<file path="src/rtl/asd_defines.svh">
// register map, field positions and reset values of the audio frame decoder
`ifndef ASD_DEFINES_SVH
`define ASD_DEFINES_SVH

// register byte offsets on the apb bus
`define ASD_OFF_CTRL       12'h000
`define ASD_OFF_LEN        12'h004
`define ASD_OFF_STAT       12'h008
`define ASD_OFF_DATA       12'h00C

// control register fields
`define ASD_CTRL_EN        0
`define ASD_CTRL_VAR_LO    1
`define ASD_CTRL_WS_INV    3
`define ASD_CTRL_FALL      4
`define ASD_CTRL_ACT_LOW   5
`define ASD_CTRL_LSB       6
`define ASD_CTRL_RIGHT1ST  7
`define ASD_CTRL_NCH_LO    8
`define ASD_CTRL_MASK      32'h0000_07FF
`define ASD_CTRL_RST       32'h0000_0100

// length register fields, six bits each
`define ASD_LEN_FW         6
`define ASD_LEN_CLEN_LO    0
`define ASD_LEN_WLEN_LO    8
`define ASD_LEN_OFF_LO     16
`define ASD_LEN_DLY_LO     24
`define ASD_LEN_RST        32'h0000_1020
`define ASD_SLOT_MAX       6'h20

// status register fields
`define ASD_STAT_ALIGNED   0
`define ASD_STAT_NEW       1
`define ASD_STAT_CHAN_LO   4
`define ASD_STAT_FIRST     7
`define ASD_STAT_CNT_LO    16

`endif

</file>
<file path="src/rtl/asd_pkg.sv">
// types shared by the audio frame decoder
package asd_pkg;

  // protocol variant as held in the control register
  typedef enum logic [1:0] {
    asd_i2s_format,
    asd_left_aligned_format,
    asd_right_aligned_format,
    asd_tdm_format
  } asd_variant_t;

  // alignment state of the slot tracker
  typedef enum logic [1:0] {
    asd_st_unaligned,
    asd_st_active,
    asd_st_done
  } asd_state_t;

  // decoded configuration
  typedef struct packed {
    logic         enable;
    asd_variant_t variant;
    logic         ws_inv;
    logic         sample_fall;
    logic         act_low;
    logic         lsb_first;
    logic         right_first;
    logic [2:0]   nch_m1;
    logic [5:0]   clen;
    logic [5:0]   wlen;
    logic [5:0]   offset;
    logic [5:0]   delay;
  } asd_cfg_t;

  // one decoded audio word
  typedef struct packed {
    logic [2:0]  chan;
    logic        first;
    logic [31:0] data;
  } asd_word_t;

  // the three link lines
  typedef struct packed {
    logic sd;
    logic ws;
    logic bclk;
  } asd_link_t;

endpackage

</file>
<file path="src/rtl/asd_pin_sync.sv">
// three flop synchroniser with agreement filter for the link lines
`timescale 1ns/1ps
`default_nettype none
module asd_pin_sync #(
  parameter int W = 3
) (
  input  wire logic         clk,
  input  wire logic         rst_n,
  input  wire logic [W-1:0] pin_in,
  output logic      [W-1:0] pin_out
);
  logic [W-1:0] s1_q;   // first stage, read only by s2
  logic [W-1:0] s2_q;   // second stage
  logic [W-1:0] s3_q;   // third stage
  logic [W-1:0] agree;  // bits where stages two and three match

  assign agree = ~(s2_q ^ s3_q);

  // shift chain, output takes a bit only once stages two and three agree
  always_ff @(posedge clk or negedge rst_n) begin
    if (!rst_n) begin
      s1_q    <= '0;
      s2_q    <= '0;
      s3_q    <= '0;
      pin_out <= '0;
    end else begin
      s1_q    <= pin_in;
      s2_q    <= s1_q;
      s3_q    <= s2_q;
      pin_out <= (pin_out & ~agree) | (s3_q & agree);
    end
  end
endmodule // asd_pin_sync
`default_nettype wire

</file>
<file path="src/rtl/asd_word_shift.sv">
// bit history of the data line and word formatter
`timescale 1ns/1ps
`default_nettype none
module asd_word_shift #(
  parameter int W = 32
) (
  input  wire logic         clk,
  input  wire logic         rst_n,
  input  wire logic         shift_en,
  input  wire logic         bit_in,
  input  wire logic [5:0]   wlen,
  input  wire logic         lsb_first,
  output logic      [W-1:0] word
);
  logic [W-1:0] hist_q;  // newest bit in bit 0
  logic         sign;    // last bit of the word when read in order

  // history shifts on every sampling edge
  always_ff @(posedge clk or negedge rst_n) begin
    if (!rst_n) begin
      hist_q <= '0;
    end else if (shift_en) begin
      hist_q <= {hist_q[W-2:0], bit_in};
    end
  end

  // pick the newest wlen bits, reorder, sign extend
  always_comb begin
    sign = lsb_first ? hist_q[0] : hist_q[int'(wlen) - 1];
    word = '0;
    for (int i = 0; i < W; i++) begin
      if (i < int'(wlen)) begin
        word[i] = lsb_first ? hist_q[int'(wlen) - 1 - i] : hist_q[i];
      end else begin
        word[i] = sign;
      end
    end
  end
endmodule // asd_word_shift
`default_nettype wire

</file>
<file path="src/rtl/asd_frame_decoder.sv">
// serial audio frame decoder with apb registers
//
// Decided for this implementation: the placing of the registers and the APB register port.
`timescale 1ns/1ps
`default_nettype none
`include "asd_defines.svh"

module asd_frame_decoder
  import asd_pkg::*;
#(
  parameter int WORD_W = 32
) (
  input  wire logic        pclk,
  input  wire logic        presetn,
  input  wire logic        psel,
  input  wire logic        penable,
  input  wire logic        pwrite,
  input  wire logic [11:0] paddr,
  input  wire logic [31:0] pwdata,
  output logic      [31:0] prdata,
  output logic             pready,
  output logic             pslverr,
  input  wire logic        bclk_pin,
  input  wire logic        ws_pin,
  input  wire logic        sd_pin,
  output logic             word_valid,
  output var asd_word_t    word_out
);


  // helpers

  // true for every mapped register offset
  function automatic logic addr_hit(input logic [11:0] a);
    addr_hit = (a == `ASD_OFF_CTRL) || (a == `ASD_OFF_LEN) ||
               (a == `ASD_OFF_STAT) || (a == `ASD_OFF_DATA);
  endfunction

  // clamp channel length, word length and offset into a legal set
  function automatic logic [31:0] len_fix(input logic [31:0] raw);
    logic [5:0] c;
    logic [5:0] w;
    logic [5:0] o;
    logic [5:0] d;
    c = raw[`ASD_LEN_CLEN_LO +: `ASD_LEN_FW];
    w = raw[`ASD_LEN_WLEN_LO +: `ASD_LEN_FW];
    o = raw[`ASD_LEN_OFF_LO +: `ASD_LEN_FW];
    d = raw[`ASD_LEN_DLY_LO +: `ASD_LEN_FW];
    // zero or oversize channel length falls back to a full slot
    if (c == 6'h00 || c > `ASD_SLOT_MAX) begin
      c = `ASD_SLOT_MAX;
    end
    // word of one bit at least and no longer than the block
    if (w == 6'h00) begin
      w = 6'h01;
    end
    if (w > c) begin
      w = c;
    end
    // offset never pushes the word past the block end
    if (o > 6'(c - w)) begin
      o = 6'(c - w);
    end
    len_fix = {2'h0, d, 2'h0, o, 2'h0, w, 2'h0, c};
  endfunction


  // registers and configuration
  logic [31:0]  ctrl_q;      // control register
  logic [31:0]  len_q;       // length register, always legal
  asd_cfg_t     cfg;         // decoded settings
  logic         wr_en;       // write taken this cycle
  logic         rd_data_en;  // data register read taken
  logic         rearm;       // drop alignment

  assign wr_en      = psel & penable & pwrite & addr_hit(paddr);
  assign rd_data_en = psel & penable & ~pwrite & (paddr == `ASD_OFF_DATA);
  assign rearm      = (wr_en & (paddr == `ASD_OFF_CTRL)) | ~cfg.enable;

  // field split of both setting registers
  always_comb begin
    cfg.enable      = ctrl_q[`ASD_CTRL_EN];
    cfg.variant     = asd_variant_t'(ctrl_q[`ASD_CTRL_VAR_LO +: 2]);
    cfg.ws_inv      = ctrl_q[`ASD_CTRL_WS_INV];
    cfg.sample_fall = ctrl_q[`ASD_CTRL_FALL];
    cfg.act_low     = ctrl_q[`ASD_CTRL_ACT_LOW];
    cfg.lsb_first   = ctrl_q[`ASD_CTRL_LSB];
    cfg.right_first = ctrl_q[`ASD_CTRL_RIGHT1ST];
    cfg.nch_m1      = ctrl_q[`ASD_CTRL_NCH_LO +: 3];
    cfg.clen        = len_q[`ASD_LEN_CLEN_LO +: `ASD_LEN_FW];
    cfg.wlen        = len_q[`ASD_LEN_WLEN_LO +: `ASD_LEN_FW];
    cfg.offset      = len_q[`ASD_LEN_OFF_LO +: `ASD_LEN_FW];
    cfg.delay       = len_q[`ASD_LEN_DLY_LO +: `ASD_LEN_FW];
  end

  // software writes to the setting registers
  always_ff @(posedge pclk or negedge presetn) begin
    if (!presetn) begin
      ctrl_q <= `ASD_CTRL_RST;
      len_q  <= `ASD_LEN_RST;
    end else if (wr_en) begin
      if (paddr == `ASD_OFF_CTRL) begin
        ctrl_q <= pwdata & `ASD_CTRL_MASK;
      end
      if (paddr == `ASD_OFF_LEN) begin
        len_q <= len_fix(pwdata);
      end
    end
  end


  // link sampling
  asd_link_t    link;        // filtered link lines
  logic         bclk_prev_q; // clock level one cycle ago
  logic         sample_en;   // chosen clock edge seen
  logic         bit_val;     // data bit after polarity
  logic [WORD_W-1:0] shaped; // formatted word from history

  // all three lines pass the same synchroniser so they stay aligned
  asd_pin_sync #(
    .W (3)
  ) u_sync (
    .clk     (pclk),
    .rst_n   (presetn),
    .pin_in  ({sd_pin, ws_pin, bclk_pin}),
    .pin_out (link)
  );

  // previous clock level for edge finding
  always_ff @(posedge pclk or negedge presetn) begin
    if (!presetn) begin
      bclk_prev_q <= 1'b0;
    end else begin
      bclk_prev_q <= link.bclk;
    end
  end

  // pick rising or falling edge, then apply data polarity
  assign sample_en = cfg.sample_fall ? (bclk_prev_q & ~link.bclk)
                                     : (~bclk_prev_q & link.bclk);
  assign bit_val   = link.sd ^ cfg.act_low;

  // running history and word formatter
  asd_word_shift #(
    .W (WORD_W)
  ) u_shift (
    .clk       (pclk),
    .rst_n     (presetn),
    .shift_en  (sample_en),
    .bit_in    (bit_val),
    .wlen      (cfg.wlen),
    .lsb_first (cfg.lsb_first),
    .word      (shaped)
  );


  // word select history
  logic         ws_last_q;   // ws at previous sampling edge
  logic         ws_dly_q;    // ws two sampling edges back
  logic [1:0]   prime_q;     // history valid flags
  logic         eff_ws;      // ws aligned to the data word
  logic         eff_chg;     // slot boundary at this edge
  logic         fs_edge;     // selected frame sync edge
  logic         is_tdm;      // frame sync mode

  // history of ws seen at sampling edges
  always_ff @(posedge pclk or negedge presetn) begin
    if (!presetn) begin
      ws_last_q <= 1'b0;
      ws_dly_q  <= 1'b0;
      prime_q   <= 2'h0;
    end else if (sample_en) begin
      ws_last_q <= link.ws;
      ws_dly_q  <= ws_last_q;
      prime_q   <= {prime_q[0], 1'b1};
    end
  end

  // i2s looks at ws one edge late, so its first bit is one clock after
  assign is_tdm  = (cfg.variant == asd_tdm_format);
  assign eff_ws  = (cfg.variant == asd_i2s_format) ? ws_last_q : link.ws;
  assign eff_chg = (cfg.variant == asd_i2s_format) ?
                   (prime_q[1] & (ws_last_q != ws_dly_q)) :
                   (prime_q[0] & (link.ws != ws_last_q));
  // normal polarity frames start on rising sync, inverted on falling
  assign fs_edge = prime_q[0] & (link.ws != ws_last_q) &
                   (link.ws == ~cfg.ws_inv);


  // slot tracker
  asd_state_t   state_q;     // alignment state
  logic [5:0]   pos_q;       // bits already seen in this slot
  logic [5:0]   dly_q;       // remaining channel delay bits
  logic [2:0]   chan_q;      // channel of the running slot
  logic [5:0]   off_used;    // offset that applies to the variant
  logic [5:0]   cap_end;     // position of the word's last bit
  logic [5:0]   cur_pos;     // position of the bit at this edge
  logic [2:0]   slot_chan;   // channel of the bit at this edge
  logic         rj_hit;      // right aligned word complete
  logic         lj_hit;      // word complete at this edge
  logic         tdm_hit;     // tdm word complete at this edge

  // offset applies to left aligned and tdm only
  assign off_used  = (cfg.variant == asd_left_aligned_format || is_tdm) ?
                     cfg.offset : 6'h00;
  assign cap_end   = 6'(off_used + cfg.wlen - 6'h01);
  assign cur_pos   = eff_chg ? 6'h00 : pos_q;
  // normal polarity: level zero is left, one is right
  assign slot_chan = eff_chg ? {2'h0, eff_ws ^ cfg.ws_inv} : chan_q;

  // left aligned and i2s: word ends at a fixed place, later bits ignored
  assign lj_hit  = sample_en & ~is_tdm & (cfg.variant != asd_right_aligned_format) &
                   (state_q == asd_st_active || eff_chg) &
                   (cur_pos == cap_end);
  // right aligned: at the slot boundary take the newest bits backwards
  assign rj_hit  = sample_en & (cfg.variant == asd_right_aligned_format) &
                   (state_q == asd_st_active) & eff_chg &
                   (pos_q >= cfg.wlen);
  // tdm: word sits offset bits into each block once the delay ran out
  assign tdm_hit = sample_en & is_tdm & ~fs_edge & (state_q == asd_st_active) &
                   (dly_q == 6'h00) & (pos_q == cap_end);

  // alignment state, slot and block counters
  always_ff @(posedge pclk or negedge presetn) begin
    if (!presetn) begin
      state_q <= asd_st_unaligned;
      pos_q   <= 6'h00;
      dly_q   <= 6'h00;
      chan_q  <= 3'h0;
    end else if (rearm) begin
      state_q <= asd_st_unaligned;
      pos_q   <= 6'h00;
      dly_q   <= 6'h00;
      chan_q  <= 3'h0;
    end else if (sample_en) begin
      case (state_q)
        // nothing counts until a boundary or sync edge is seen
        asd_st_unaligned: begin
          if (is_tdm ? fs_edge : eff_chg) begin
            state_q <= asd_st_active;
            pos_q   <= is_tdm ? 6'h00 : 6'h01;
            dly_q   <= cfg.delay;
            chan_q  <= is_tdm ? 3'h0 : slot_chan;
          end
        end
        // counting inside slots or blocks
        asd_st_active, asd_st_done: begin
          if (is_tdm && fs_edge) begin
            state_q <= asd_st_active;
            pos_q   <= 6'h00;
            dly_q   <= cfg.delay;
            chan_q  <= 3'h0;
          end else if (is_tdm) begin
            if (state_q == asd_st_done) begin
              pos_q <= 6'h00;  // idle until next frame sync
            end else if (dly_q != 6'h00) begin
              dly_q <= 6'(dly_q - 6'h01);
            end else if (pos_q == 6'(cfg.clen - 6'h01)) begin
              pos_q <= 6'h00;
              if (chan_q == cfg.nch_m1) begin
                state_q <= asd_st_done;
              end else begin
                chan_q <= 3'(chan_q + 3'h1);
              end
            end else begin
              pos_q <= 6'(pos_q + 6'h01);
            end
          end else if (eff_chg) begin
            state_q <= asd_st_active;
            pos_q   <= 6'h01;
            chan_q  <= slot_chan;
          end else if (pos_q != 6'h3F) begin
            pos_q <= 6'(pos_q + 6'h01);
          end
        end
        default: begin
          state_q <= asd_st_unaligned;
        end
      endcase
    end
  end


  // word output
  logic         pend_q;      // word ends at last edge, history ready now
  logic [2:0]   pend_chan_q; // channel of the pending word
  logic         emit;        // word goes out this cycle
  logic [2:0]   emit_chan;   // channel of that word
  logic         emit_first;  // that channel leads the frame

  // forward and left aligned words wait one cycle for the history shift
  always_ff @(posedge pclk or negedge presetn) begin
    if (!presetn) begin
      pend_q      <= 1'b0;
      pend_chan_q <= 3'h0;
    end else begin
      pend_q      <= (lj_hit | tdm_hit) & ~rearm;
      pend_chan_q <= is_tdm ? chan_q : slot_chan;
    end
  end

  // right aligned words use the history before this edge's bit
  assign emit       = pend_q | (rj_hit & ~rearm);
  assign emit_chan  = pend_q ? pend_chan_q : chan_q;
  assign emit_first = is_tdm ? (emit_chan == 3'h0) :
                      (emit_chan == {2'h0, cfg.right_first});

  // registered word with its channel and a one cycle valid
  always_ff @(posedge pclk or negedge presetn) begin
    if (!presetn) begin
      word_valid <= 1'b0;
      word_out   <= '0;
    end else begin
      word_valid <= emit;
      if (emit) begin
        word_out.chan  <= emit_chan;
        word_out.first <= emit_first;
        word_out.data  <= shaped;
      end
    end
  end


  // status
  logic         new_q;       // unread word waiting
  logic [15:0]  cnt_q;       // decoded word count, wraps
  logic [31:0]  stat;        // status register image

  // new flag: a fresh word wins over the clearing read
  always_ff @(posedge pclk or negedge presetn) begin
    if (!presetn) begin
      new_q <= 1'b0;
      cnt_q <= 16'h0000;
    end else begin
      if (word_valid) begin
        new_q <= 1'b1;
        cnt_q <= 16'(cnt_q + 16'h0001);
      end else if (rd_data_en) begin
        new_q <= 1'b0;
      end
    end
  end

  // status image
  always_comb begin
    stat = 32'h0000_0000;
    stat[`ASD_STAT_ALIGNED]       = (state_q != asd_st_unaligned);
    stat[`ASD_STAT_NEW]           = new_q;
    stat[`ASD_STAT_CHAN_LO +: 3]  = word_out.chan;
    stat[`ASD_STAT_FIRST]         = word_out.first;
    stat[`ASD_STAT_CNT_LO +: 16]  = cnt_q;
  end


  // apb read path, data captured in the setup cycle
  always_ff @(posedge pclk or negedge presetn) begin
    if (!presetn) begin
      prdata <= 32'h0000_0000;
    end else if (psel & ~penable & ~pwrite) begin
      case (paddr)
        `ASD_OFF_CTRL: prdata <= ctrl_q;
        `ASD_OFF_LEN:  prdata <= len_q;
        `ASD_OFF_STAT: prdata <= stat;
        `ASD_OFF_DATA: prdata <= word_out.data;
        default:       prdata <= 32'h0000_0000;
      endcase
    end
  end

  // zero wait states; unmapped offsets answer with an error
  assign pready  = 1'b1;
  assign pslverr = psel & penable & ~addr_hit(paddr);

endmodule // asd_frame_decoder
`default_nettype wire

</file>
<file path="config.mk">
export PLATFORM = sky130hd
export DESIGN_NAME = asd_frame_decoder
export DESIGN_NICKNAME = d
export VERILOG_FILES = /design/src/rtl/asd_pkg.sv /design/src/rtl/asd_pin_sync.sv /design/src/rtl/asd_word_shift.sv /design/src/rtl/asd_frame_decoder.sv
export VERILOG_INCLUDE_DIRS = /design/src /design/src/rtl
export SDC_FILE = /design/constraint.sdc
export NUM_CORES = 1
export LEC_CHECK = 0
export BUFFER_PORTS_ARGS = -buffer_cell sky130_fd_sc_hd__buf_2
export CAP_MARGIN = 20
export CORE_UTILIZATION = 50
export DETAILED_ROUTE_END_ITERATION = 10
export GPL_TIMING_DRIVEN = 1
export PLACE_DENSITY = 0.68
export SETUP_SLACK_MARGIN = 0.1
export SLEW_MARGIN = 10
export SYNTH_ARGS = -nofsm -noshare
export SYNTH_HDL_FRONTEND = slang
export SYNTH_SLANG_ARGS = --single-unit
</file>
<file path="constraint.sdc">
create_clock -name pclk -period 7.9 [get_ports pclk]
set_clock_uncertainty 0.1 [all_clocks]
set_input_delay 1.185 -clock pclk [delete_from_list [all_inputs] [get_ports pclk]]
set_output_delay 1.185 -clock pclk [all_outputs]
set_load 0.05 [all_outputs]
</file>
==> impl_summary.txt, run 1 <==
----------------------------------------------------
[Finish]
  Area growth, synth to finish ... 9.278%
  Final standard cell count with taps included and fillers excluded ... roughly 1800
  Count of filler cells inserted in the layout ... ~2400
  Count of nets after finishing ... between 1500 and 2000
  Fraction of final layout cells sized beyond drive strength 1 ... 21.25%
  Diode count ... 0

[Critical path]
  CP Data Required Time ... 8140 ps
  Crit path cell chain ... buf_2, nor3_1, a21oi_1, ha_1, and4_1, a21oi_1, a32oi_1, mux2i_1, ha_1, inv_1, fa_1, inv_1, ha_1, nor2b_1, o21a_1, o21a_1, o21a_1, o211ai_1, a211oi_1, o31ai_1
  Crit Path Class ... input pin to flip-flop
  Highest cell delay on the worst timing path ... roughly 720 ps
  Crit Reg-Reg Endpoint ... word_out[3]$_DFFE_PN0P_
  Top Family by Delay on Critical Path ... compound AO/OA/AOI/OAI gates
  Number of cells on the critical path ... 20
  Critical-path top delay cell ... sky130_fd_sc_hd__a32oi_1
  Worst Path Arrival ... slightly below 6000 ps
  Setup slack, reg-to-reg ... 3250 ps
  Worst-path fanout max ... 9
  Buffering stage count on the worst path with inverters included ... 3
  Critical Path Source Type ... input pin
  Reg-to-reg critical path startpoint ... len_q[9]$_DFFE_PN0P_
  FF-to-FF path depth ... 12
  Element type at the critical path end ... flip-flop

[Hold path]
  End point of the most critical hold path ... u_sync.s2_q[0]$_DFF_PN0_
  Class of the worst hold path ... flip-flop to flip-flop
  Hold Path Stages ... 0
  Origin of the worst min-delay path ... u_sync.s1_q[0]$_DFF_PN0_

[Logic synthesis]
  Count of unique library cells instantiated by Yosys ... 87
  Dominant combinational cell family by area after synthesis ... multiplexers
  Yosys warning count ... 0
  Post-synthesis adder-cell area fraction ... under 10%
  Synthesized-area fraction occupied by ao, oa, aoi and oai cells ... 16.84%
  Seq cells post-synth ... 191
  Leading register cell type out of synthesis ... sky130_fd_sc_hd__dfrtp_1
  Cell type with the largest total area after synthesis ... sky130_fd_sc_hd__dfrtp_1
  Synthesized net count ... 1512
  Average cell area after synthesis ... 9.767 sq um
  Fraction of registers with async set or reset after synthesis ... 100.0%
  Synthesized instance count ... 1400
  Synth top area share ... 34.40%
  Sequential fraction of the synthesis area ... between 30% and 40%
  Synth Area in Simple Gates ... 14.52%
  Most frequent cells after synthesis ... sky130_fd_sc_hd__dfrtp_1 (188), sky130_fd_sc_hd__nand2_1 (169), sky130_fd_sc_hd__o21ai_0 (89)
  Largest cells by area after synthesis ... sky130_fd_sc_hd__dfrtp_1 (34%), sky130_fd_sc_hd__mux4_2 (6.8%), sky130_fd_sc_hd__mux2_2 (6.6%), sky130_fd_sc_hd__ha_1 (5.3%), sky130_fd_sc_hd__nand2_1 (4.6%)
  Most repeated cell in the gate-level netlist after synthesis ... sky130_fd_sc_hd__dfrtp_1
  Post-synthesis cell area ... 0.01367 sq mm
  XOR/XNOR share of the synthesized area ... approximately 4.5%
  Proportion of synthesized area in mux cells ... 18.45%
  Count of flip-flops with a built-in enable after synthesis ... 0

[STA]
  Min cycle time layout ... around 5700 ps
  Final setup vio count ... 0
  Share of the clock period used by the worst path ... 72.05%
  Hold Slack ... 253.6 ps
  Tightest Pin Transition ... 1065 ps
  Remaining max-slew budget at the tightest pin ... 28.98%
  Timing-limited maximum frequency ... 175.7 MHz
  RSZ-0062 raised after global routing ... no
  Final Max Tran Viols ... 0
  Final total negative setup slack ... 0 ps
  Final Hold Fails ... 0

[Pwr]
  Combinational power share ... about a quarter
  Post-route total power ... 2.615 mW
  Clock share of power ... 33.1%
  Highest ir drop seen on vdd ... 0.1453 mV
  Switching pwr ... around 0.9 mW
  Total leakage power ... a little under 7 nW
  Reg power frac ... about 43%
  Switching share of total power ... 33.46%
  P_int ... ~1.7 mW
  Cell Pwr Density ... 175.0 mW/mm^2

[Global route]
  Overall Global Routing Usage ... between 20% and 30%
  Initial antenna violation count ... 1
  Congestion Overflow GR ... 0
  Via count of the first global-routing pass ... 10880
  Global-route wire length before repair ... 62.98 mm
  Maximum number of pins on one net before global-route repair ... 127

[Floorplanning]
  Overall die width ... approximately 170 um
  Top Ports ... 123
  Std-Cell Rows ... 60
  Effective utilization at floorplan ... 50.88%
  Area of the die ... 0.02801 sq mm
  Area inside the core boundary ... 0.02688 sq mm
  Height of the die ... 167.4 um

[Routing]
  First drt pass iteration count ... 5
  Routed vias/inst ... 6.427
  Remaining routing DRC violations ... 0
  Met1 Routed Length ... between 15 and 20 mm
  Met2 routed wirelength ... 17.40 mm
  Detailed router's first-iteration violation count ... 1297
  Length of routed met3 wiring ... 3.543 mm
  Wire length after detailed routing ... roughly 40 mm
  Top routing layer used ... met5
  Antenna viol nets, final ... 0
  Via Count ... 11630
  Drt wl/cell ... ~22 um

[Placement]
  Weighted congestion at the end of routability-driven global placement ... 0.9426
  Total of buffers placed on input and output ports ... between 100 and 150
  Detail Placement HPWL ... 29.28 mm
  Post-Place Cells ... 1776

[Clock tree]
  Root buffer cell ... sky130_fd_sc_hd__clkbuf_16
  Quantity of gates resized following cts ... 0
  Number of buffers added to fix hold violations after cts ... 0
  Number of sinks on the clock net ... 191
  Clock slew at the register clock pins of the worst setup and hold paths ... 80 ps
  Post-CTS repair timing setup buffer count ... 0
  CTS tree ... built
  Deepest clock path buffer count ... 2
  Total clock buffers created by CTS ... 17
  CTS H-tree lvls ... 4
  Source-to-sink clock delay at the later pin of the worst-skew pair ... 450 ps

[Run]
  Number of max-cap violations ... 0

[Status]
  Run status ... complete, no violations

----------------------------------------------------
[layout make-up]
class	count	area, sq um	area share, %
clock buffers	19	432.9	2.897
clock inverters	13	131.4	0.8792
inverters	55	206.4	1.382
multi-input cells	1062	8259	55.27
flip-flops and latches	191	4785	32.02
well taps	341	426.7	2.855
repair buffers	128	701.9	4.697
[worst reg2reg max path, stage by stage, from the launching register on]
cell and delay [ps]:
sky130_fd_sc_hd__dfrtp_1 380, sky130_fd_sc_hd__inv_1 270, sky130_fd_sc_hd__ha_1 620, sky130_fd_sc_hd__xor2_4 430, sky130_fd_sc_hd__inv_1 480, sky130_fd_sc_hd__ha_1 380
sky130_fd_sc_hd__nor2b_1 130, sky130_fd_sc_hd__o2bb2ai_1 210, sky130_fd_sc_hd__or4_1 560, sky130_fd_sc_hd__a22oi_1 330, sky130_fd_sc_hd__nor3_1 100, sky130_fd_sc_hd__nor4_1 380
sky130_fd_sc_hd__o22a_1 200
[routing by layer]
metal,GRT usage (%),vias to the layer above
li1,-,5265
met1,41.90,5708
met2,43.03,565
met3,6.287,87
met4,10.41,2
met5,0,-
[kinds of logic after synthesis]
| group | after synthesis |
|---|---|
| other | 1 |
| adders and majority gates | 63 |
| xor gates and xnor gates | 63 |
| and+or+nand+nor | 416 |
| DFF | 191 |
| buffers and inverters | 147 |
| AOI/OAI and AO/OA | 338 |
| muxes | 181 |
[sequential cells by signal, indices dropped and copies added, names as in the netlist, 3 cells and up, named ones only]
register,flops
chan_q,3
cnt_q,16
ctrl_q,11
dly_q,6
len_q,24
pend_chan_q,3
pos_q,6
prdata,32
u_shift.hist_q,32
u_sync.s1_q,3
u_sync.s2_q,3
u_sync.s3_q,3
word_out,36
[worst max-delay path by stage]
stage / startpoint / end
2_1_floorplan: pwdata[4] / len_q[18]$_DFFE_PN0P_
3_3_place_gp: pwdata[4] / len_q[18]$_DFFE_PN0P_
3_5_place_dp: pwdata[4] / len_q[21]$_DFFE_PN0P_
4_1_cts: pwdata[4] / len_q[21]$_DFFE_PN0P_
5_1_grt: pwdata[4] / len_q[18]$_DFFE_PN0P_
6_report: pwdata[4] / len_q[21]$_DFFE_PN0P_
[power groups by stage]
stage	combinational, mW	clock (mW)	sequential, mW
2_1_floorplan	0.454	0	1.10
3_3_place_gp	0.591	0	1.14
3_5_place_dp	0.600	0	1.15
4_1_cts	0.604	0.874	1.13
5_1_grt	0.667	0.912	1.14
6_report	0.617	0.864	1.13
[placed cells by master, fill, tap and decap left out, drive strengths merged, types with 6 or more instances in the layout]
cell type	instances
nand2	169
or3	9
o22ai	8
clkbuf	20
a21oi	42
and4	7
inv	57
o31ai	26
clkinv	9
o22a	10
ha	58
nand3	35
dfrtp	188
and3	14
nand2b	16
xnor2	43
buf	127
nor2b	11
nor2	77
mux4	47
o21ai	92
a21o	8
mux2i	54
mux2	80
xor2	17
a31oi	21
a211oi	19
o21a	13
and2	6
o221ai	7
or2	11
o211ai	12
nor4	10
a22oi	26
nor3	26
[per-stage QoR]
| stage | instance area, sq um | util, % | setup WS [ps] |
|---|---|---|---|
| floorplan | 13670 | - | 2452 |
| global placement | 14350 | 53.40 | 1863 |
| detailed placement | 14350 | 53.40 | 1746 |
| CTS | 14920 | 55.50 | 2185 |
| global route | 14940 | 55.60 | 1692 |
| finish | 14940 | 55.60 | 2208 |
(Power assumes the default switching activity.)
==> inputs of run 2 (changes only) <==
PLACE_DENSITY = 0.71   (was 0.68)
clock period = 5.17 ns   (was 7.9 ns; I/O delays follow)
==> impl_summary.txt, run 2 (synthesis gave the netlist of run 1 again) <==
----------------------------------------------------
[Status]
  Run status ... complete, no violations

[Clock tree]
  Source-to-sink clock delay at the later pin of the worst-skew pair ... 440 ps (about the same)
  CTS tree ... built
  Number of sinks on the clock net ... 191 (unchanged)
  Number of buffers added to fix hold violations after cts ... 0 (unchanged)
  Post-CTS repair timing setup buffer count ... 0 (unchanged)
  CTS H-tree lvls ... 4 (unchanged)
  Total clock buffers created by CTS ... 17 (unchanged)
  Root buffer cell ... sky130_fd_sc_hd__clkbuf_16
  Quantity of gates resized following cts ... 0 (unchanged)
  Deepest clock path buffer count ... 2 (unchanged)
  Clock slew at the register clock pins of the worst setup and hold paths ... 80 ps (about the same)

[Pwr]
  Clock share of power ... 33.3% (+0.2 points)
  Highest ir drop seen on vdd ... 0.2153 mV (+48%)
  P_int ... 2.716 mW (+56%)
  Total leakage power ... 6.812 nW (+1.1%)
  Cell Pwr Density ... 269.3 mW/mm^2 (+54%)
  Switching pwr ... 1.339 mW (+53%)
  Switching share of total power ... 33.02% (-0.44 points)
  Combinational power share ... 23.4% (-0.2 points)
  Reg power frac ... 43.3% (about the same)

[Floorplanning]
  Area of the die ... 0.02801 sq mm (unchanged)
  Effective utilization at floorplan ... 50.88% (unchanged)
  Top Ports ... 123 (unchanged)
  Overall die width ... 167.4 um (unchanged)
  Std-Cell Rows ... 60 (unchanged)
  Height of the die ... 167.4 um (unchanged)
  Area inside the core boundary ... 0.02688 sq mm (unchanged)

[Critical path]
  Buffering stage count on the worst path with inverters included ... 3 (unchanged)
  Crit Path Class ... input pin to flip-flop
  Worst-path fanout max ... 8 (-1)
  Critical Path Source Type ... input pin
  Element type at the critical path end ... flip-flop
  Highest cell delay on the worst timing path ... 390 ps (-330 ps)
  CP Data Required Time ... 5370 ps (-2770 ps)
  Critical-path top delay cell ... sky130_fd_sc_hd__fa_1
  Crit path cell chain ... buf_2, nor3_1, a21oi_1, ha_1, and4_1, a21oi_1, a32oi_1, mux2i_1, ha_1, inv_1, fa_1, nand2_1, nand2_1, a21oi_1, xor2_1, ha_1, and4_1, nand3_1, o211ai_1, buf_4, a21boi_0, o31ai_1
  Top Family by Delay on Critical Path ... adder cells
  Worst Path Arrival ... 4820 ps (-1110 ps)

[Finish]
  Count of filler cells inserted in the layout ... 2417 (+0.62%)
  Diode count ... 0 (unchanged)
  Area growth, synth to finish ... 10.09%
  Count of nets after finishing ... 1582 (+0.96%)
  Most used cells in the layout excluding fill and tap cells ... sky130_fd_sc_hd__dfrtp_1 (187), sky130_fd_sc_hd__nand2_1 (169), sky130_fd_sc_hd__buf_2 (114)
  Register with the most flip-flops ... word_out
  Largest regs ... word_out x36, prdata x32, u_shift.hist_q x32
  Fraction of final layout cells sized beyond drive strength 1 ... 22.05% (+0.80 points)
  Leading cell type in the layout, fill and taps excluded ... sky130_fd_sc_hd__dfrtp_1
  Flip-flop count of the largest register, all copies and words added ... 36 (unchanged)

[Global route]
  Global-route wire length before repair ... 64.07 mm (+1.7%)
  Most congested layer reported by global routing ... met2
  GR met2 Demand/Resource ... 44.71% (+1.7 points)
  Congestion Overflow GR ... 0 (unchanged)
  Initial antenna violation count ... 0 (-1)
  Overall Global Routing Usage ... 29.70% (+0.61 points)
  Met3 usage in global routing ... 4.609% (-1.7 points)
  Maximum number of pins on one net before global-route repair ... 116 (-8.7%)
  Via count of the first global-routing pass ... 10800 (-0.71%)
  Grt met1 use ... 43.24% (+1.3 points)

[STA]
  Final total negative setup slack ... 0 ps (unchanged)
  Hold Slack ... 251.7 ps (-1.930 ps)
  Remaining max-slew budget at the tightest pin ... 29.80% (+0.81 points)
  Final setup vio count ... 0 (unchanged)
  Timing-limited maximum frequency ... 216.2 MHz
  Final Max Tran Viols ... 0 (unchanged)
  Final Hold Fails ... 0 (unchanged)
  Share of the clock period used by the worst path ... around nine tenths
  Min cycle time layout ... 4625 ps
  RSZ-0062 raised after global routing ... no
  Tightest Pin Transition ... 1053 ps (-12.23 ps)

[Routing]
  First drt pass iteration count ... 5 (unchanged)
  Detailed router's first-iteration violation count ... 1484 (+14%)
  Via Count ... 11670 (+0.34%)
  Routed vias/inst ... 6.396 (-0.48%)
  Wire length after detailed routing ... 40.82 mm (+1.5%)
  Antenna viol nets, final ... 0 (unchanged)
  Remaining routing DRC violations ... 0 (unchanged)
  Drt wl/cell ... 22.38 um (+0.67%)

[Run]
  Number of max-cap violations ... 0 (unchanged)

[Hold path]
  Class of the worst hold path ... flip-flop to flip-flop

[Placement]
  Detail Placement HPWL ... 30.12 mm (+2.9%)
  Weighted congestion at the end of routability-driven global placement ... 0.9704 (+2.9%)
  Total of buffers placed on input and output ports ... 115 (unchanged)

----------------------------------------------------
-- run 2: cell count changes in the layout (fill, tap and decap cells not counted), sizes merged --
cell,before,now
inv,57,58
buf,127,142
bufinv,0,1
clkinv,9,7
-- run 2: path summary, 6_finish.rpt --
kind                                             to  cells after the start  slack [ps]                      from
setup / recovery              len_q[18]$_DFFE_PN0P_                     22         550                 pwdata[4]
hold / removal             u_sync.s2_q[1]$_DFF_PN0_                      0         250  u_sync.s1_q[1]$_DFF_PN0_
setup reg to reg            word_out[5]$_DFFE_PN0P_                     12         950      len_q[9]$_DFFE_PN0P_
hold reg to reg            u_sync.s2_q[1]$_DFF_PN0_                      0         250  u_sync.s1_q[1]$_DFF_PN0_
max in group asynchronous  u_sync.s2_q[2]$_DFF_PN0_                      2        3460                   presetn
min in group asynchronous     cnt_q[15]$_DFFE_PN0P_                      1         330                   presetn
-- run 2: stage by stage --
stage	std cells	utilization (%)	worst slack (ps)	power, mW	area (sq um)
global placement	1792	53.85	235.4	2.681	14470
finish	1824	56.01	545.1	4.055	15050
floorplan	1400	-	131.8	2.372	13670
detailed placement	1792	53.85	102.1	2.705	14470
global route	1824	56.01	114.7	4.201	15050
CTS	1824	56.01	550.3	4.048	15050
-- run 2: cell type report --
class / count / area [sq um] / area share [%]
inverters: 55 / 206.4 / 1.371
clock inverters: 13 / 150.1 / 0.9973
flip-flops and latches: 191 / 4785 / 31.78
well taps: 341 / 426.7 / 2.834
clock buffers: 19 / 432.9 / 2.876
multi-input cells: 1062 / 8259 / 54.86
repair buffers: 143 / 794.5 / 5.278
-- run 2: routing by layer --
layer  routed length [um]  up-vias
li1                     -     5296
met4                 1212        0
met1                18190     5724
met2                18070      571
met5                    0        -
met3                 3356       76
-- run 2: worst register-to-register path, delay by kind of cell (launching register included) --
family          cells  cell delay, ps
mux                 1             650
simple gates        2             620
flops               1             360
fa+ha+maj           2             660
compound gates      4            1070
buf+inv             3             600
-- run 2: power groups by stage --
stage               combinational (mW)  sequential, mW  clock, mW
global route                      1.02            1.76       1.42
global placement                 0.914            1.77          0
CTS                              0.939            1.74       1.37
finish                           0.950            1.75       1.35
floorplan                        0.694            1.68          0
detailed placement               0.934            1.77          0
==> inputs of run 3 (changes only) <==
MAX_ROUTING_LAYER = met4   (was not set)
==> impl_summary.txt, run 3 (synthesis gave the netlist of run 1 again) <==
----------------------------------------------------
[Status]
  Run status ... complete, no violations

[Placement]
  Detail Placement HPWL ... 29.97 mm (-0.51%)
  Total of buffers placed on input and output ports ... 115 (unchanged)
  Weighted congestion at the end of routability-driven global placement ... 1.008 (+3.8%)

[Floorplanning]
  Effective utilization at floorplan ... 50.88% (unchanged)
  Height of the die ... 167.4 um (unchanged)
  Top Ports ... 123 (unchanged)
  Overall die width ... 167.4 um (unchanged)
  Area of the die ... 0.02801 sq mm (unchanged)
  Std-Cell Rows ... 60 (unchanged)
  Area inside the core boundary ... 0.02688 sq mm (unchanged)

[Critical path]
  Crit Reg-Reg Endpoint ... word_out[5]$_DFFE_PN0P_
  Setup slack, reg-to-reg ... 950 ps (about the same)
  Crit path cell chain ... buf_2, nor3_1, a21oi_1, ha_1, and4_1, a21oi_1, a32oi_1, mux2i_1, ha_1, nor2b_1, o21ai_0, a21boi_0, o21ai_0, o211a_1, nor2_1, ha_1, nand3_1, o211ai_1, buf_4, a211oi_1, o31ai_1
  Crit Path Class ... input pin to flip-flop
  Highest cell delay on the worst timing path ... 440 ps (+50 ps)
  Worst Path Arrival ... 4820 ps (about the same)
  Worst-path fanout max ... 8 (unchanged)
  Critical-path top delay cell ... sky130_fd_sc_hd__mux2i_1
  FF-to-FF path depth ... 11 (-1)
  Buffering stage count on the worst path with inverters included ... 2 (-1)
  Top Family by Delay on Critical Path ... compound AO/OA/AOI/OAI gates
  Critical Path Source Type ... input pin
  Element type at the critical path end ... flip-flop
  CP Data Required Time ... 5370 ps (about the same)
  Most used cell along the critical path ... sky130_fd_sc_hd__ha_1
  Reg-to-reg critical path startpoint ... len_q[9]$_DFFE_PN0P_

[STA]
  Timing-limited maximum frequency ... 216.2 MHz (about the same)
  Final Hold Fails ... 0 (unchanged)
  Final total negative setup slack ... 0 ps (unchanged)
  Min cycle time layout ... 4625 ps (+0.5020 ps)
  Final setup vio count ... 0 (unchanged)
  Final Max Tran Viols ... 0 (unchanged)
  Share of the clock period used by the worst path ... 89.47% (about the same)
  Remaining max-slew budget at the tightest pin ... 34.82% (+5.0 points)
  RSZ-0062 raised after global routing ... no
  Tightest Pin Transition ... 977.7 ps (-75.26 ps)

[Finish]
  Diode count ... 0 (unchanged)
  Area growth, synth to finish ... 10.35%
  Core utilization of the finished layout ... 56.15% (+0.13 points)
  Count of nets after finishing ... 1585 (+0.19%)
  Register with the most flip-flops ... word_out
  Most used cells in the layout excluding fill and tap cells ... sky130_fd_sc_hd__dfrtp_1 (187), sky130_fd_sc_hd__nand2_1 (169), sky130_fd_sc_hd__buf_2 (114)
  Largest regs ... word_out x36, prdata x32, u_shift.hist_q x32
  Leading cell type in the layout, fill and taps excluded ... sky130_fd_sc_hd__dfrtp_1
  Fraction of final layout cells sized beyond drive strength 1 ... 22.21% (+0.16 points)
  Flip-flop count of the largest register, all copies and words added ... 36 (unchanged)
  Count of filler cells inserted in the layout ... 2359 (-2.4%)

[Routing]
  Via Count ... 11610 (-0.45%)
  Antenna viol nets, final ... 0 (unchanged)
  Drt wl/cell ... 22.22 um (-0.73%)
  Routed vias/inst ... 6.357 (-0.62%)
  Detailed router's first-iteration violation count ... 1307 (-12%)
  Wire length after detailed routing ... 40.59 mm (-0.57%)
  First drt pass iteration count ... 5 (unchanged)
  Remaining routing DRC violations ... 0 (unchanged)

[Clock tree]
  Source-to-sink clock delay at the later pin of the worst-skew pair ... 440 ps (about the same)
  Clock slew at the register clock pins of the worst setup and hold paths ... 80 ps (about the same)
  Quantity of gates resized following cts ... 0 (unchanged)
  Deepest clock path buffer count ... 2 (unchanged)
  Number of sinks on the clock net ... 191 (unchanged)
  Root buffer cell ... sky130_fd_sc_hd__clkbuf_16
  CTS H-tree lvls ... 4 (unchanged)
  CTS tree ... built
  Number of buffers added to fix hold violations after cts ... 0 (unchanged)
  Post-CTS repair timing setup buffer count ... 0 (unchanged)
  Total clock buffers created by CTS ... 17 (unchanged)

[Global route]
  Initial antenna violation count ... 0 (unchanged)
  Global-route wire length before repair ... 63.88 mm (-0.29%)
  Maximum number of pins on one net before global-route repair ... 117 (+0.86%)
  Overall Global Routing Usage ... 30.58% (+0.88 points)
  Via count of the first global-routing pass ... 10860 (+0.55%)
  Congestion Overflow GR ... 0 (unchanged)

[Hold path]
  Hold Path Stages ... 0 (unchanged)
  End point of the most critical hold path ... u_sync.s2_q[1]$_DFF_PN0_
  Origin of the worst min-delay path ... u_sync.s1_q[1]$_DFF_PN0_
  Class of the worst hold path ... flip-flop to flip-flop

[Pwr]
  Cell Pwr Density ... 265.9 mW/mm^2 (-1.3%)
  Reg power frac ... 43.7% (+0.4 points)
  Switching share of total power ... 33.52% (+0.51 points)
  Post-route total power ... 4.013 mW (-1.0%)
  Highest ir drop seen on vdd ... 0.1929 mV (-10%)
  P_int ... 2.668 mW (-1.8%)
  Combinational power share ... 23.7% (+0.3 points)
  Total leakage power ... 6.823 nW (+0.16%)
  Clock share of power ... 32.5% (-0.8 points)
  Switching pwr ... 1.345 mW (+0.49%)

[Run]
  Number of max-cap violations ... 0 (unchanged)

----------------------------------------------------
-- run 3: changes by cell type in the layout (fill, tap and decap cells not counted) --
cell and change:
sky130_fd_sc_hd__clkinvlp_4 +2, sky130_fd_sc_hd__bufinv_16 -1, sky130_fd_sc_hd__buf_12 +1, sky130_fd_sc_hd__buf_6 +1, sky130_fd_sc_hd__buf_16 +1, sky130_fd_sc_hd__clkinv_4 -1
-- run 3: power by group through the flow --
stage / combinational (mW) / clock, mW / sequential, mW
floorplan: 0.694 / 0 / 1.68
global placement: 0.920 / 0 / 1.76
detailed placement: 0.935 / 0 / 1.77
CTS: 0.940 / 1.31 / 1.74
global route: 1.04 / 1.37 / 1.76
finish: 0.953 / 1.30 / 1.76
-- run 3: final cells by class --
cell class / count / area, sq um / share of cell area [%]
clock buffers: 19 / 432.9 / 2.869
clock inverters: 13 / 126.4 / 0.8375
inverters: 55 / 206.4 / 1.368
multi-input cells: 1062 / 8259 / 54.73
flip-flops and latches: 191 / 4785 / 31.71
well taps: 341 / 426.7 / 2.828
repair buffers: 146 / 853.3 / 5.655
-- run 3: worst max-delay path by stage --
| stage | startpoint | end | slack, ps | cells after the start |
|---|---|---|---|---|
| 3_3_place_gp | pwdata[4] | len_q[21]$_DFFE_PN0P_ | 200 | 22 |
| 4_1_cts | pwdata[4] | len_q[21]$_DFFE_PN0P_ | 560 | 21 |
| 3_5_place_dp | pwdata[4] | len_q[21]$_DFFE_PN0P_ | 100 | 21 |
| 2_1_floorplan | pwdata[4] | len_q[18]$_DFFE_PN0P_ | 130 | 19 |
| 5_1_grt | pwdata[4] | len_q[21]$_DFFE_PN0P_ | 110 | 21 |
| 6_report | pwdata[4] | len_q[21]$_DFFE_PN0P_ | 540 | 21 |
-- run 3: worst reg2reg max path, stage by stage (launching register included) --
cell	delay [ps]
sky130_fd_sc_hd__dfrtp_1	350
sky130_fd_sc_hd__inv_1	180
sky130_fd_sc_hd__ha_1	620
sky130_fd_sc_hd__inv_1	240
sky130_fd_sc_hd__ha_1	310
sky130_fd_sc_hd__or4_4	440
sky130_fd_sc_hd__a21o_1	180
sky130_fd_sc_hd__a211oi_2	460
sky130_fd_sc_hd__mux4_1	660
sky130_fd_sc_hd__o22ai_1	280
sky130_fd_sc_hd__or3_1	170
sky130_fd_sc_hd__a31oi_1	70
-- run 3: routing by layer --
| metal | vias up | track usage, % | routed length [um] |
|---|---|---|---|
| met1 | 5679 | 42.48 | 18200 |
| met2 | 523 | 44.06 | 17690 |
| li1 | 5315 | - | - |
| met4 | 0 | 12.21 | 1430 |
| met3 | 97 | 5.672 | 3269 |
| met5 | - | - | 0 |
-- run 3: stage by stage --
step / worst slack (ps) / hold slack, ps / instances / instance area, sq um
after floorplan: 131.8 / 231.2 / 1400 / 13670
after detailed placement: 103.9 / 235.5 / 1794 / 14500
final: 544.6 / 252.4 / 1827 / 15090
after global routing: 107.5 / 262.2 / 1827 / 15090
after global placement: 204.0 / 231.7 / 1793 / 14490
after CTS: 557.4 / 250.8 / 1826 / 15060
